### config.mk
export PLATFORM = sky130hd
export DESIGN_NAME = usb2_host_port_phy_control
export DESIGN_NICKNAME = d
export VERILOG_FILES = /design/src/usb2_phy_ctrl_pkg.sv /design/src/usb2_host_port_phy_control.sv /design/src/fifo_threshold_gate.sv /design/src/calibration_adjust.sv
export SDC_FILE = /design/constraint.sdc
export NUM_CORES = 1
export LEC_CHECK = 0
export ABC_AREA = 0
export BUFFER_PORTS_ARGS = -buffer_cell sky130_fd_sc_hd__buf_4
export CORE_MARGIN = 10
export CORE_UTILIZATION = 35
export DETAILED_ROUTE_END_ITERATION = 8
export GPL_ROUTABILITY_DRIVEN = 0
export SETUP_SLACK_MARGIN = 0.15
export SLEW_MARGIN = 20
export SYNTH_ARGS = -nofsm -noshare
export SYNTH_HDL_FRONTEND = slang
export SYNTH_HIERARCHICAL = 1
export SYNTH_SLANG_ARGS = --single-unit
### constraint.sdc
create_clock -name clk -period 12.9 [get_ports clk]
set_input_delay 3.87 -clock clk [delete_from_list [all_inputs] [get_ports clk]]
set_output_delay 3.87 -clock clk [all_outputs]
set_load 0.02 [all_outputs]
### src/usb2_phy_ctrl_pkg.sv
/*
  Constants for the USB 2.0 host port and PHY control register block:
  register offsets, field positions, reset values and code points.
  Assumes byte addresses on an Avalon-MM slave with 32-bit data.
*/
package usb2_phy_ctrl_pkg;
  localparam int          NUM_PORTS      = 10;
  // Register byte offsets
  localparam logic [7:0]  OFF_PORT_STATUS = 8'h44;
  localparam logic [7:0]  OFF_THRESHOLDS = 8'h84;
  localparam logic [7:0]  OFF_PHY_STATE0 = 8'h88;
  localparam logic [7:0]  OFF_PHY_STATE1 = 8'h8C;
  localparam logic [7:0]  OFF_PHY_STATE2 = 8'h90;
  localparam logic [7:0]  OFF_PHY_LOADER = 8'h94;
  localparam logic [7:0]  OFF_LOOPBACK   = 8'h98;
  localparam logic [7:0]  OFF_MISC       = 8'h9C;
  localparam logic [7:0]  OFF_CAL        = 8'hA0;
  // Port status and control upper fields
  localparam int          OWNER_BIT      = 13;
  localparam int          IND_LSB        = 14;
  localparam int          TEST_LSB       = 16;
  localparam int          WAKE_LSB       = 20;
  localparam logic        OWNER_RESET    = 1'b1;
  localparam logic [1:0]  IND_OFF        = 2'h0;
  localparam logic [1:0]  IND_AMBER      = 2'h1;
  localparam logic [1:0]  IND_GREEN      = 2'h2;
  localparam logic [3:0]  TEST_NONE      = 4'h0;
  localparam logic [3:0]  TEST_SE0_NAK   = 4'h3;
  localparam logic [3:0]  TEST_PACKET    = 4'h4;
  // Thresholds, in units of eight bytes
  localparam int          IN_THR_LSB     = 0;
  localparam int          OUT_THR_LSB    = 16;
  localparam logic [7:0]  IN_THR_RESET   = 8'h10;
  localparam logic [7:0]  OUT_THR_RESET  = 8'h60;
  localparam int          THR_UNIT_SHIFT = 3;
  // PHY control loader
  localparam int          GROUP_BIT      = 7;
  localparam int          LOAD_N_BIT     = 12;
  localparam int          TARGET_LSB     = 13;
  localparam int          BUSY_BIT       = 17;
  localparam int          BLOCK_LSB      = 8;
  localparam int          BLOCK_MSB      = 16;
  localparam logic        LOAD_N_RESET   = 1'b1;
  localparam logic [3:0]  TARGET_LAST    = 4'h9;
  localparam logic [3:0]  TARGET_COMMON  = 4'hF;
  // Loopback, power and calibration
  localparam int          LB_EN_BIT      = 8;
  localparam int          LB_STATUS_BIT  = 9;
  localparam int          LB_DONE_BIT    = 10;
  localparam int          PWR_SAVE_BIT   = 12;
  localparam int          CAL_OFS_LSB    = 8;
  localparam int          CAL_RAW_BIT    = 16;
  localparam int          CAL_ADD_BIT    = 17;
  localparam logic [6:0]  CAL_BASE_RESET = 7'h00;
  localparam logic [6:0]  CAL_MAX        = 7'h7F;
endpackage : usb2_phy_ctrl_pkg

### src/usb2_host_port_phy_control.sv
/*
  Register block for USB 2.0 host port control upper fields, FIFO
  thresholds, PHY state readback, indirect PHY control loading, loopback
  self-test, clock-gating power saving and calibration arithmetic.
  Assumes an Avalon-MM master on clk and that all port, PHY and FIFO
  side inputs come from logic on the same clock.
*/
`timescale 1ns/10ps
module usb2_host_port_phy_control #(
  parameter int FILL_W = 12
) (
  // Clock and reset
  input  wire logic                                   clk,
  input  wire logic                                   rstn,
  // Avalon-MM slave
  input  wire logic [7:0]                             avsAddress,
  input  wire logic                                   avsRead,
  input  wire logic                                   avsWrite,
  input  wire logic [31:0]                            avsWriteData,
  input  wire logic [3:0]                             avsByteEnable,
  output logic [31:0]                                 avsReadData,
  output logic                                        avsWaitRequest,
  // Controller state
  input  wire logic                                   configure_flag_register,
  input  wire logic                                   indicatorCapable,
  input  wire logic                                   controllerRunning,
  input  wire logic                                   connectIrq,
  // Per-port events and controls
  input  wire logic [usb2_phy_ctrl_pkg::NUM_PORTS-1:0]   connectEvent,
  input  wire logic [usb2_phy_ctrl_pkg::NUM_PORTS-1:0]   disconnectEvent,
  input  wire logic [usb2_phy_ctrl_pkg::NUM_PORTS-1:0]   overCurrentEvent,
  output logic [usb2_phy_ctrl_pkg::NUM_PORTS-1:0]        wakeEvent,
  output logic [usb2_phy_ctrl_pkg::NUM_PORTS-1:0]        companionOwned,
  output logic [2*usb2_phy_ctrl_pkg::NUM_PORTS-1:0]      indicatorState,
  output logic [4*usb2_phy_ctrl_pkg::NUM_PORTS-1:0]      phy_test_select,
  input  wire logic [8*usb2_phy_ctrl_pkg::NUM_PORTS-1:0] portPhyState,
  // FIFO thresholds
  input  wire logic [FILL_W-1:0]                      rxFifoBytes,
  input  wire logic [FILL_W-1:0]                      txFifoBytes,
  output logic                                        rxBusStart,
  output logic                                        txUtmiStart,
  // PHY control loader
  output logic                                        phyLoadReq,
  output logic [3:0]                                  phyLoadTarget,
  output logic [6:0]                                  phyLoadValue,
  output logic                                        phyLoadGroup,
  output logic                                        phyLoadFull,
  input  wire logic                                   phyLoadAck,
  // Loopback self-test
  output logic                                        loopbackEnable,
  input  wire logic                                   loopbackDone,
  input  wire logic                                   loopbackCrcGood,
  // Clock gating and calibration
  output logic                                        memClockOff,
  output logic                                        busClockOff,
  output logic [6:0]                                  phyCalValue
);
  localparam int NP = usb2_phy_ctrl_pkg::NUM_PORTS;

  function automatic logic [31:0] mergeBytes(input logic [31:0] oldW,
                                             input logic [31:0] newW,
                                             input logic [3:0]  be);
    logic [31:0] r;
    r = oldW;
    for (int b = 0; b < 4; b++) begin
      if (be[b]) begin
        r[8*b +: 8] = newW[8*b +: 8];
      end
    end
    return r;
  endfunction : mergeBytes

  function automatic logic targetValid(input logic [3:0] t);
    return (t <= usb2_phy_ctrl_pkg::TARGET_LAST) || (t == usb2_phy_ctrl_pkg::TARGET_COMMON);
  endfunction : targetValid

  // Bus handshake: one wait cycle, answer at the second edge
  logic        ackQ;
  logic [31:0] rdDataQ;
  wire         access = avsRead | avsWrite;
  wire         wrFire = avsWrite & ackQ;
  assign avsWaitRequest = access & ~ackQ;
  assign avsReadData    = rdDataQ;

  // Port registers
  logic [NP-1:0]       ownerQ;
  logic [NP-1:0][1:0]  indQ;
  logic [NP-1:0][3:0]  testQ;
  logic [NP-1:0][2:0]  wakeEnQ;
  logic [NP-1:0]       wakeQ;
  logic [NP-1:0][31:0] portWord;
  logic [NP-1:0][7:0]  phyByte;
  logic                cfgPrevQ;
  wire                 cfgRise = configure_flag_register & ~cfgPrevQ;

  for (genvar i = 0; i < NP; i++) begin : g_port
    wire [7:0]  portOff = 8'(int'(usb2_phy_ctrl_pkg::OFF_PORT_STATUS) + 4 * i);
    wire        portHit = wrFire && (avsAddress == portOff);
    wire [31:0] portWd  = mergeBytes(portWord[i], avsWriteData, avsByteEnable);
    wire [2:0]  evts    = {overCurrentEvent[i], disconnectEvent[i], connectEvent[i]};
    assign portWord[i] = {9'h000, wakeEnQ[i], testQ[i], indQ[i], ownerQ[i], 13'h0000};
    // top bit of each state byte reads zero
    assign phyByte[i]  = {1'b0, portPhyState[8*i +: 7]};
    // owner bit hands the port to the companion
    assign companionOwned[i]        = ownerQ[i];
    assign indicatorState[2*i +: 2] = indQ[i];
    // test mode code straight to the port
    assign phy_test_select[4*i +: 4]       = testQ[i];
    assign wakeEvent[i]             = wakeQ[i];

    always_ff @(posedge clk) begin
      if (!rstn) begin
        ownerQ[i]  <= usb2_phy_ctrl_pkg::OWNER_RESET;
        indQ[i]    <= usb2_phy_ctrl_pkg::IND_OFF;
        testQ[i]   <= usb2_phy_ctrl_pkg::TEST_NONE;
        wakeEnQ[i] <= 3'h0;
        wakeQ[i]   <= 1'b0;
      end else begin
        if (!configure_flag_register) begin
          ownerQ[i] <= 1'b1;
        end else if (cfgRise) begin
          ownerQ[i] <= 1'b0;
        end else if (portHit) begin
          ownerQ[i] <= portWd[usb2_phy_ctrl_pkg::OWNER_BIT];
        end
        if (portHit && indicatorCapable) begin
          indQ[i] <= portWd[usb2_phy_ctrl_pkg::IND_LSB +: 2];
        end
        if (portHit) begin
          testQ[i]   <= portWd[usb2_phy_ctrl_pkg::TEST_LSB +: 4];
          wakeEnQ[i] <= portWd[usb2_phy_ctrl_pkg::WAKE_LSB +: 3];
        end
        wakeQ[i] <= |(wakeEnQ[i] & evts);
      end
    end
  end

  // Thresholds
  logic [7:0] inThrQ;
  logic [7:0] outThrQ;
  wire [31:0] thrWord = {8'h00, outThrQ, 8'h00, inThrQ};
  wire [31:0] thrWd   = mergeBytes(thrWord, avsWriteData, avsByteEnable);
  wire        thrHit  = wrFire && (avsAddress == usb2_phy_ctrl_pkg::OFF_THRESHOLDS);

  fifo_threshold_gate #(.FILL_W(FILL_W)) u_rx_gate (
    .clk            (clk),
    .rstn           (rstn),
    .thresholdUnits (inThrQ),
    .fillBytes      (rxFifoBytes),
    .startOk        (rxBusStart)
  );
  fifo_threshold_gate #(.FILL_W(FILL_W)) u_tx_gate (
    .clk            (clk),
    .rstn           (rstn),
    .thresholdUnits (outThrQ),
    .fillBytes      (txFifoBytes),
    .startOk        (txUtmiStart)
  );

  // PHY control loader
  logic [6:0] vctrlQ;
  logic       groupQ;
  logic       loadNQ;
  logic [3:0] targetQ;
  logic       busyQ;
  logic [3:0] reqTargetQ;
  logic [6:0] reqValueQ;
  logic       reqGroupQ;
  logic       reqFullQ;
  wire [31:0] ldWord = {14'h0000, busyQ, targetQ, loadNQ, 4'h0, groupQ, vctrlQ};
  wire [31:0] ldMerge = mergeBytes(ldWord, avsWriteData, avsByteEnable);
  wire [31:0] ldWd = busyQ ?
                     {ldMerge[31:17], ldWord[16:8], ldMerge[7:0]} : ldMerge;
  wire        ldHit = wrFire && (avsAddress == usb2_phy_ctrl_pkg::OFF_PHY_LOADER);
  wire [3:0]  ldTarget = ldWd[usb2_phy_ctrl_pkg::TARGET_LSB +: 4];
  wire        ldStart = ldHit && !busyQ && (avsByteEnable[1] || avsByteEnable[2])
                        && targetValid(ldTarget);
  // group zero passes all seven bits; group one keeps test select
  wire [6:0]  ldValue = ldWd[usb2_phy_ctrl_pkg::GROUP_BIT] ? {3'h0, ldWd[3:0]} : ldWd[6:0];

  assign phyLoadReq    = busyQ;
  assign phyLoadTarget = reqTargetQ;
  assign phyLoadValue  = reqValueQ;
  assign phyLoadGroup  = reqGroupQ;
  assign phyLoadFull   = reqFullQ;

  // Loopback, power, calibration
  logic       lbEnQ;
  logic       lbGoodQ;
  logic       lbDoneQ;
  logic       pwrSaveQ;
  logic       memOffQ;
  logic       busOffQ;
  logic [6:0] calBaseQ;
  logic [7:0] calOfsQ;
  logic       calRawQ;
  logic       calAddQ;
  logic [6:0] calOut;
  logic [6:0] calQ;
  wire [31:0] lbWord  = {21'h000000, lbDoneQ, lbGoodQ, lbEnQ, 8'h00};
  wire [31:0] lbWd    = mergeBytes(lbWord, avsWriteData, avsByteEnable);
  wire        lbHit   = wrFire && (avsAddress == usb2_phy_ctrl_pkg::OFF_LOOPBACK);
  // A fresh enable starts a new test, so the old done flag is dropped then
  wire        lbStart = lbHit && lbWd[usb2_phy_ctrl_pkg::LB_EN_BIT] && !lbEnQ;
  wire [31:0] miscWord = {19'h00000, pwrSaveQ, 12'h000};
  wire [31:0] miscWd   = mergeBytes(miscWord, avsWriteData, avsByteEnable);
  wire        miscHit  = wrFire && (avsAddress == usb2_phy_ctrl_pkg::OFF_MISC);
  wire [31:0] calWord  = {14'h0000, calAddQ, calRawQ, calOfsQ, 1'b0, calBaseQ};
  wire [31:0] calWd    = mergeBytes(calWord, avsWriteData, avsByteEnable);
  wire        calHit   = wrFire && (avsAddress == usb2_phy_ctrl_pkg::OFF_CAL);

  assign loopbackEnable = lbEnQ;
  assign memClockOff    = memOffQ;
  assign busClockOff    = busOffQ;
  assign phyCalValue    = calQ;

  calibration_adjust u_cal (
    .baseValue   (calBaseQ),
    .offsetValue (calOfsQ),
    .passRaw     (calRawQ),
    .addOffset   (calAddQ),
    .calValue    (calOut)
  );

  // Read decode
  wire [7:0]  portDelta = avsAddress - usb2_phy_ctrl_pkg::OFF_PORT_STATUS;
  wire [5:0]  portIdx   = portDelta[7:2];
  wire        inPort    = (avsAddress >= usb2_phy_ctrl_pkg::OFF_PORT_STATUS)
                          && (portIdx < 6'(NP)) && (portDelta[1:0] == 2'h0);
  wire [31:0] portRd    = inPort ? portWord[portIdx[3:0]] : 32'h00000000;
  // state bytes packed four to a word, the last word holding two in its upper half
  wire [31:0] phyRd0 = {phyByte[3], phyByte[2], phyByte[1], phyByte[0]};
  wire [31:0] phyRd1 = {phyByte[7], phyByte[6], phyByte[5], phyByte[4]};
  wire [31:0] phyRd2 = {phyByte[9], phyByte[8], 16'h0000};
  wire [31:0] rdMux =
    inPort ? portRd :
    (avsAddress == usb2_phy_ctrl_pkg::OFF_THRESHOLDS) ? thrWord :
    (avsAddress == usb2_phy_ctrl_pkg::OFF_PHY_STATE0) ? phyRd0 :
    (avsAddress == usb2_phy_ctrl_pkg::OFF_PHY_STATE1) ? phyRd1 :
    (avsAddress == usb2_phy_ctrl_pkg::OFF_PHY_STATE2) ? phyRd2 :
    (avsAddress == usb2_phy_ctrl_pkg::OFF_PHY_LOADER) ? ldWord :
    (avsAddress == usb2_phy_ctrl_pkg::OFF_LOOPBACK)   ? lbWord :
    (avsAddress == usb2_phy_ctrl_pkg::OFF_MISC)       ? miscWord :
    (avsAddress == usb2_phy_ctrl_pkg::OFF_CAL)        ? calWord : 32'h00000000;

  always_ff @(posedge clk) begin
    if (!rstn) begin
      ackQ     <= 1'b0;
      rdDataQ  <= 32'h00000000;
      cfgPrevQ <= 1'b0;
    end else begin
      ackQ     <= access & ~ackQ;
      cfgPrevQ <= configure_flag_register;
      if (avsRead && !ackQ) begin
        rdDataQ <= rdMux;
      end
    end
  end

  // out-of-range thresholds are stored as written
  always_ff @(posedge clk) begin
    if (!rstn) begin
      inThrQ  <= usb2_phy_ctrl_pkg::IN_THR_RESET;
      outThrQ <= usb2_phy_ctrl_pkg::OUT_THR_RESET;
    end else if (thrHit) begin
      inThrQ  <= thrWd[usb2_phy_ctrl_pkg::IN_THR_LSB +: 8];
      outThrQ <= thrWd[usb2_phy_ctrl_pkg::OUT_THR_LSB +: 8];
    end
  end

  always_ff @(posedge clk) begin
    if (!rstn) begin
      vctrlQ  <= 7'h00;
      groupQ  <= 1'b0;
      loadNQ  <= usb2_phy_ctrl_pkg::LOAD_N_RESET;
      targetQ <= 4'h0;
    end else if (ldHit) begin
      vctrlQ  <= ldWd[6:0];
      groupQ  <= ldWd[usb2_phy_ctrl_pkg::GROUP_BIT];
      loadNQ  <= ldWd[usb2_phy_ctrl_pkg::LOAD_N_BIT];
      targetQ <= ldTarget;
    end
  end

  // busy held until the router acknowledges
  always_ff @(posedge clk) begin
    if (!rstn) begin
      busyQ      <= 1'b0;
      reqTargetQ <= 4'h0;
      reqValueQ  <= 7'h00;
      reqGroupQ  <= 1'b0;
      reqFullQ   <= 1'b0;
    end else if (ldStart) begin
      busyQ      <= 1'b1;
      reqTargetQ <= ldTarget;
      reqValueQ  <= ldValue;
      reqGroupQ  <= ldWd[usb2_phy_ctrl_pkg::GROUP_BIT];
      // active-low load bit selects full load
      reqFullQ   <= !ldWd[usb2_phy_ctrl_pkg::LOAD_N_BIT];
    end else if (phyLoadAck) begin
      busyQ      <= 1'b0;
    end
  end

  always_ff @(posedge clk) begin
    if (!rstn) begin
      lbEnQ   <= 1'b0;
      lbGoodQ <= 1'b0;
      lbDoneQ <= 1'b0;
    end else begin
      // enable drives the external loopback test
      if (lbHit) begin
        lbEnQ <= lbWd[usb2_phy_ctrl_pkg::LB_EN_BIT];
      end
      // completion wins over a restart clear
      if (loopbackDone) begin
        lbDoneQ <= 1'b1;
        lbGoodQ <= loopbackCrcGood;
      end else if (lbStart) begin
        lbDoneQ <= 1'b0;
      end
    end
  end

  always_ff @(posedge clk) begin
    if (!rstn) begin
      pwrSaveQ <= 1'b0;
      memOffQ  <= 1'b0;
      busOffQ  <= 1'b0;
    end else begin
      if (miscHit) begin
        pwrSaveQ <= miscWd[usb2_phy_ctrl_pkg::PWR_SAVE_BIT];
      end
      // gate when saving and not running; the bus clock also stays on while connectIrq is high
      memOffQ <= pwrSaveQ && !controllerRunning;
      busOffQ <= pwrSaveQ && !controllerRunning && !connectIrq;
    end
  end

  always_ff @(posedge clk) begin
    if (!rstn) begin
      calBaseQ <= usb2_phy_ctrl_pkg::CAL_BASE_RESET;
      calOfsQ  <= 8'h00;
      calRawQ  <= 1'b0;
      calAddQ  <= 1'b0;
      calQ     <= usb2_phy_ctrl_pkg::CAL_BASE_RESET;
    end else begin
      if (calHit) begin
        calBaseQ <= calWd[6:0];
        calOfsQ  <= calWd[usb2_phy_ctrl_pkg::CAL_OFS_LSB +: 8];
        calRawQ  <= calWd[usb2_phy_ctrl_pkg::CAL_RAW_BIT];
        calAddQ  <= calWd[usb2_phy_ctrl_pkg::CAL_ADD_BIT];
      end
      calQ <= calOut;
    end
  end
endmodule : usb2_host_port_phy_control

### src/fifo_threshold_gate.sv
/*
  Compares a FIFO fill level in bytes with a threshold in eight-byte units
  and raises a registered start level while the threshold is reached.
  Assumes the fill count comes from logic on the same clock.
*/
`timescale 1ns/10ps
module fifo_threshold_gate #(
  parameter int FILL_W = 12
) (
  // Clock and reset
  input  wire logic              clk,
  input  wire logic              rstn,
  // Threshold and fill
  input  wire logic [7:0]        thresholdUnits,
  input  wire logic [FILL_W-1:0] fillBytes,
  // Start level
  output logic                   startOk
);
  wire [FILL_W+2:0] limitBytes = (FILL_W+3)'({thresholdUnits, 3'h0});
  wire              reached    = (FILL_W+3)'(fillBytes) >= limitBytes;

  always_ff @(posedge clk) begin
    if (!rstn) begin
      startOk <= 1'b0;
    end else begin
      startOk <= reached;
    end
  end
endmodule : fifo_threshold_gate

### src/calibration_adjust.sv
/*
  Forms the calibration value sent to the PHY ports from the base value,
  a signed offset and two select bits. Purely combinational.
  Assumes the caller registers the result.
*/
`timescale 1ns/10ps
module calibration_adjust (
  // Operands
  input  wire logic [6:0] baseValue,
  input  wire logic [7:0] offsetValue,
  // Selects
  input  wire logic       passRaw,
  input  wire logic       addOffset,
  // Result
  output logic [6:0]      calValue
);
  wire signed [8:0] offsetSx = {offsetValue[7], offsetValue};
  wire signed [8:0] baseSx   = {2'h0, baseValue};
  wire signed [8:0] sum      = baseSx + offsetSx;
  wire        under   = sum[8];
  wire        over    = !sum[8] && sum[7];
  wire [6:0]  clamped = under ? 7'h00 : (over ? usb2_phy_ctrl_pkg::CAL_MAX : sum[6:0]);
  wire [6:0]  adjusted = addOffset ? clamped : offsetValue[6:0];
  assign calValue = passRaw ? baseValue : adjusted;
endmodule : calibration_adjust

==> flow_summary.toml <==
[cts]
root_buffer = "clkbuf_16"
cts_num_sinks = 218
cts_tree = "done"
ctsResizeCount = 0
cts_max_level = 1
clock_latency_ns = 0.53
path_clk_slew_ns = 0.05
postCtsHoldBufs = 0
postCtsSetupRepairBufs = 0
cts_max_path_buffers = 3
numCtsBuffers = 26

[timing]
slew_violations = 0
grt_setup_unrepaired = "false"
hold_viol = 0
fin_crit_ns = 8.24
fin_worst_skew_ns = 0.0157
min_period_over_period_pct = 63.9
max_freq_ghz = 0.121
finalSetupViolations = 0
slew_headroom_pct = 23.0
tightest_slew_ns = 1.15
tns_ns = 0

[synth]
synth_ff_type = "dfxtp_1"
synthArstFlopShare_pct = 0
avgSynthCellArea_sq_um = 9.02
synth_fp_nets = 1530
synth_edf_count = 0
syn_area_sq_um = 11800
yosysMostFrequentCell = "dfxtp_1"
yosys.area.top_type = "dfxtp_1"
ys_warn_count = 6
synth_seq_cells = 218
ys_types = 75
seq_area_frac_synth_pct = 36.9
netlist.area_leader.share_pct = 36.9
syn-instance-count = 1312
ys_top_cells_by_area = "dfxtp_1, mux2i_1, nor2b_1, buf_4, nand2_1"
yosys-top-cells-count = "dfxtp_1, nand2_1, mux2i_1"

[grt]
grt.total_usage_pct = 20.6
overflow = 0
grt_pass1_wl_um = 66800
antenna_found_initial = 2
grt_max_degree = 103
grt_pass1_vias = 10400

[worst_setup_path]
path_cells = "buf_4 > nor2_1 > nor2_1 > buf_4"
critical_path.max_stage_delay_ns = 0.16
crit_required_ns = 9.03
worstPathArrival_ns = 4.37
path_delay_family = "buffers and inverters"
cp-end-kind = "output port"
crit_type = "primary input to output port"
cp_slowest_cell = "buf_4"
critPathLaunchType = "primary input"
path_buf_inv = 2
crit_fanout = 6

[pwr]
combPwrFrac_pct = 9.3
ir_drop_mv = 0.0922
switching_share_pct = 24.6
leakage_nw = 6.16
internal-power_w = 0.00118
seqPwrFrac_pct = 43.3
power_w = 0.00157
p_per_area_nw_per_um2 = 106
switching_power_w = 0.000386
power_frac_clock_pct = 47.4

[run_status]
status = "completed"

[detailed_routing]
antenna_left = 0
wl_per_cell_um = 23.1
wl_um = 45600
viasPerCell = 5.34
first_iter_violations = 734
drc = 0
vias = 10500
dr.pass1.iters = 7

[hold_path]
min_path_type = "flip-flop to flip-flop"

[finish]
regArea_sq_um = 4360
fillCellCount = 3274
fin_nets = 1723
area.growth.synth_to_final_pct = 25.3
drive_above_1_share_pct = 27.3
post-route-util_pct = 44.4
multi_input_area_sq_um = 6520

[floorplanning]
core-area_sq_um = 33400
die_w_um = 204
initial_core_util_pct = 35.4
ioPinCount = 328
row_count = 67
die_h_um = 204
die_area_sq_um = 41600

[job]
maxCapViolCount = 0

[place]
portBuffers = 307
hpwl_um = 34800
==> layout by cell type (no fill, tap or decap), drive strengths merged, types with 20 or more instances in the layout <==
cell type  count
a21boi        58
a21oi         48
and2          21
buf          323
clkbuf        37
dfxtp        218
ha            28
inv           26
mux2i        112
mux4          20
nand2        135
nand3         67
nor2          42
nor2b         99
o21ai         68
==> cell type report <==
class | count | area share (%)
diodes | 1 | 0.0169
well taps | 448 | 3.78
clock inverters | 11 | 0.599
repair buffers | 323 | 16.3
inverters | 26 | 0.658
multi-input cells | 910 | 43.9
clock buffers | 37 | 5.28
flip-flops and latches | 218 | 29.4
==> tightest hold or removal path, stage by stage (launching register included) <==
cell and delay (ns):
dfxtp_1 0.31, nand2_1 0.05, a21boi_1 0.05
==> metrics by stage <==
step	area [sq um]	setup WS, ns	cells	hold slack, ns
after CTS	14800	4.65	1973	0.454
after detailed placement	14000	4.65	1925	0.443
after global routing	14800	4.58	1973	0.472
final	14800	4.66	1974	0.456
after global placement	14000	4.64	1925	0.441
after floorplan	11800	4.83	1312	0.453
==> kinds of logic (layout without fill, tap and decap cells) <==
group | Yosys count | after routing | share of synthesized area [%]
AOI/OAI and AO/OA | 310 | 310 | 18.7
xor gates and xnor gates | 4 | 4 | 0.296
adders and majority gates | 29 | 29 | 3.13
buffers and inverters | 184 | 397 | 8.35
DFF | 218 | 218 | 36.9
muxes | 135 | 135 | 13.6
other | 1 | 2 | 0.0317
and+or+nand+nor | 431 | 431 | 19.1
==> power by group through the flow <==
stage	Clock (W)	Combinational [W]	Sequential, W
floorplan	0	0.0000683	0.000695
finish	0.000743	0.000147	0.000679
global route	0.000790	0.000157	0.000679
CTS	0.000760	0.000147	0.000679
global placement	0	0.000145	0.000694
detailed placement	0	0.000146	0.000694
==> state kept, by name (all words and copies together) (netlist names), 4 cells and up <==
| register | flops |
|---|---|
| avsReadData | 31 |
| phy_test_select | 40 |
| targetQ | 4 |
| calOfsQ | 8 |
| inThrQ | 8 |
| portWord | 30 |
| phyCalValue | 7 |
| outThrQ | 8 |
| companionOwned | 10 |
| calBaseQ | 7 |
| indicatorState | 20 |
| phyLoadTarget | 4 |
| wakeEvent | 10 |
| vctrlQ | 7 |
| phyLoadValue | 7 |
==> final timing paths <==
check,startpoint,to,slack [ns],cells after the start
max reg2reg,ackQ,avsReadData[10],10.20,6
min reg2reg,avsReadData[30],avsReadData[30],0.46,2
max,avsWrite,avsWaitRequest,4.66,4
min,avsReadData[30],avsReadData[30],0.46,2
==> per-layer routing <==
metal  up-vias  track usage [%]  wire (um)
met5         -                0         13
met4         2             6.26       1240
li1       5040                -          -
met2       429             33.4      20900
met1      5003             25.8      19300
met3        70             6.01       4180
Note: power is estimated with default switching activity, not from simulation.
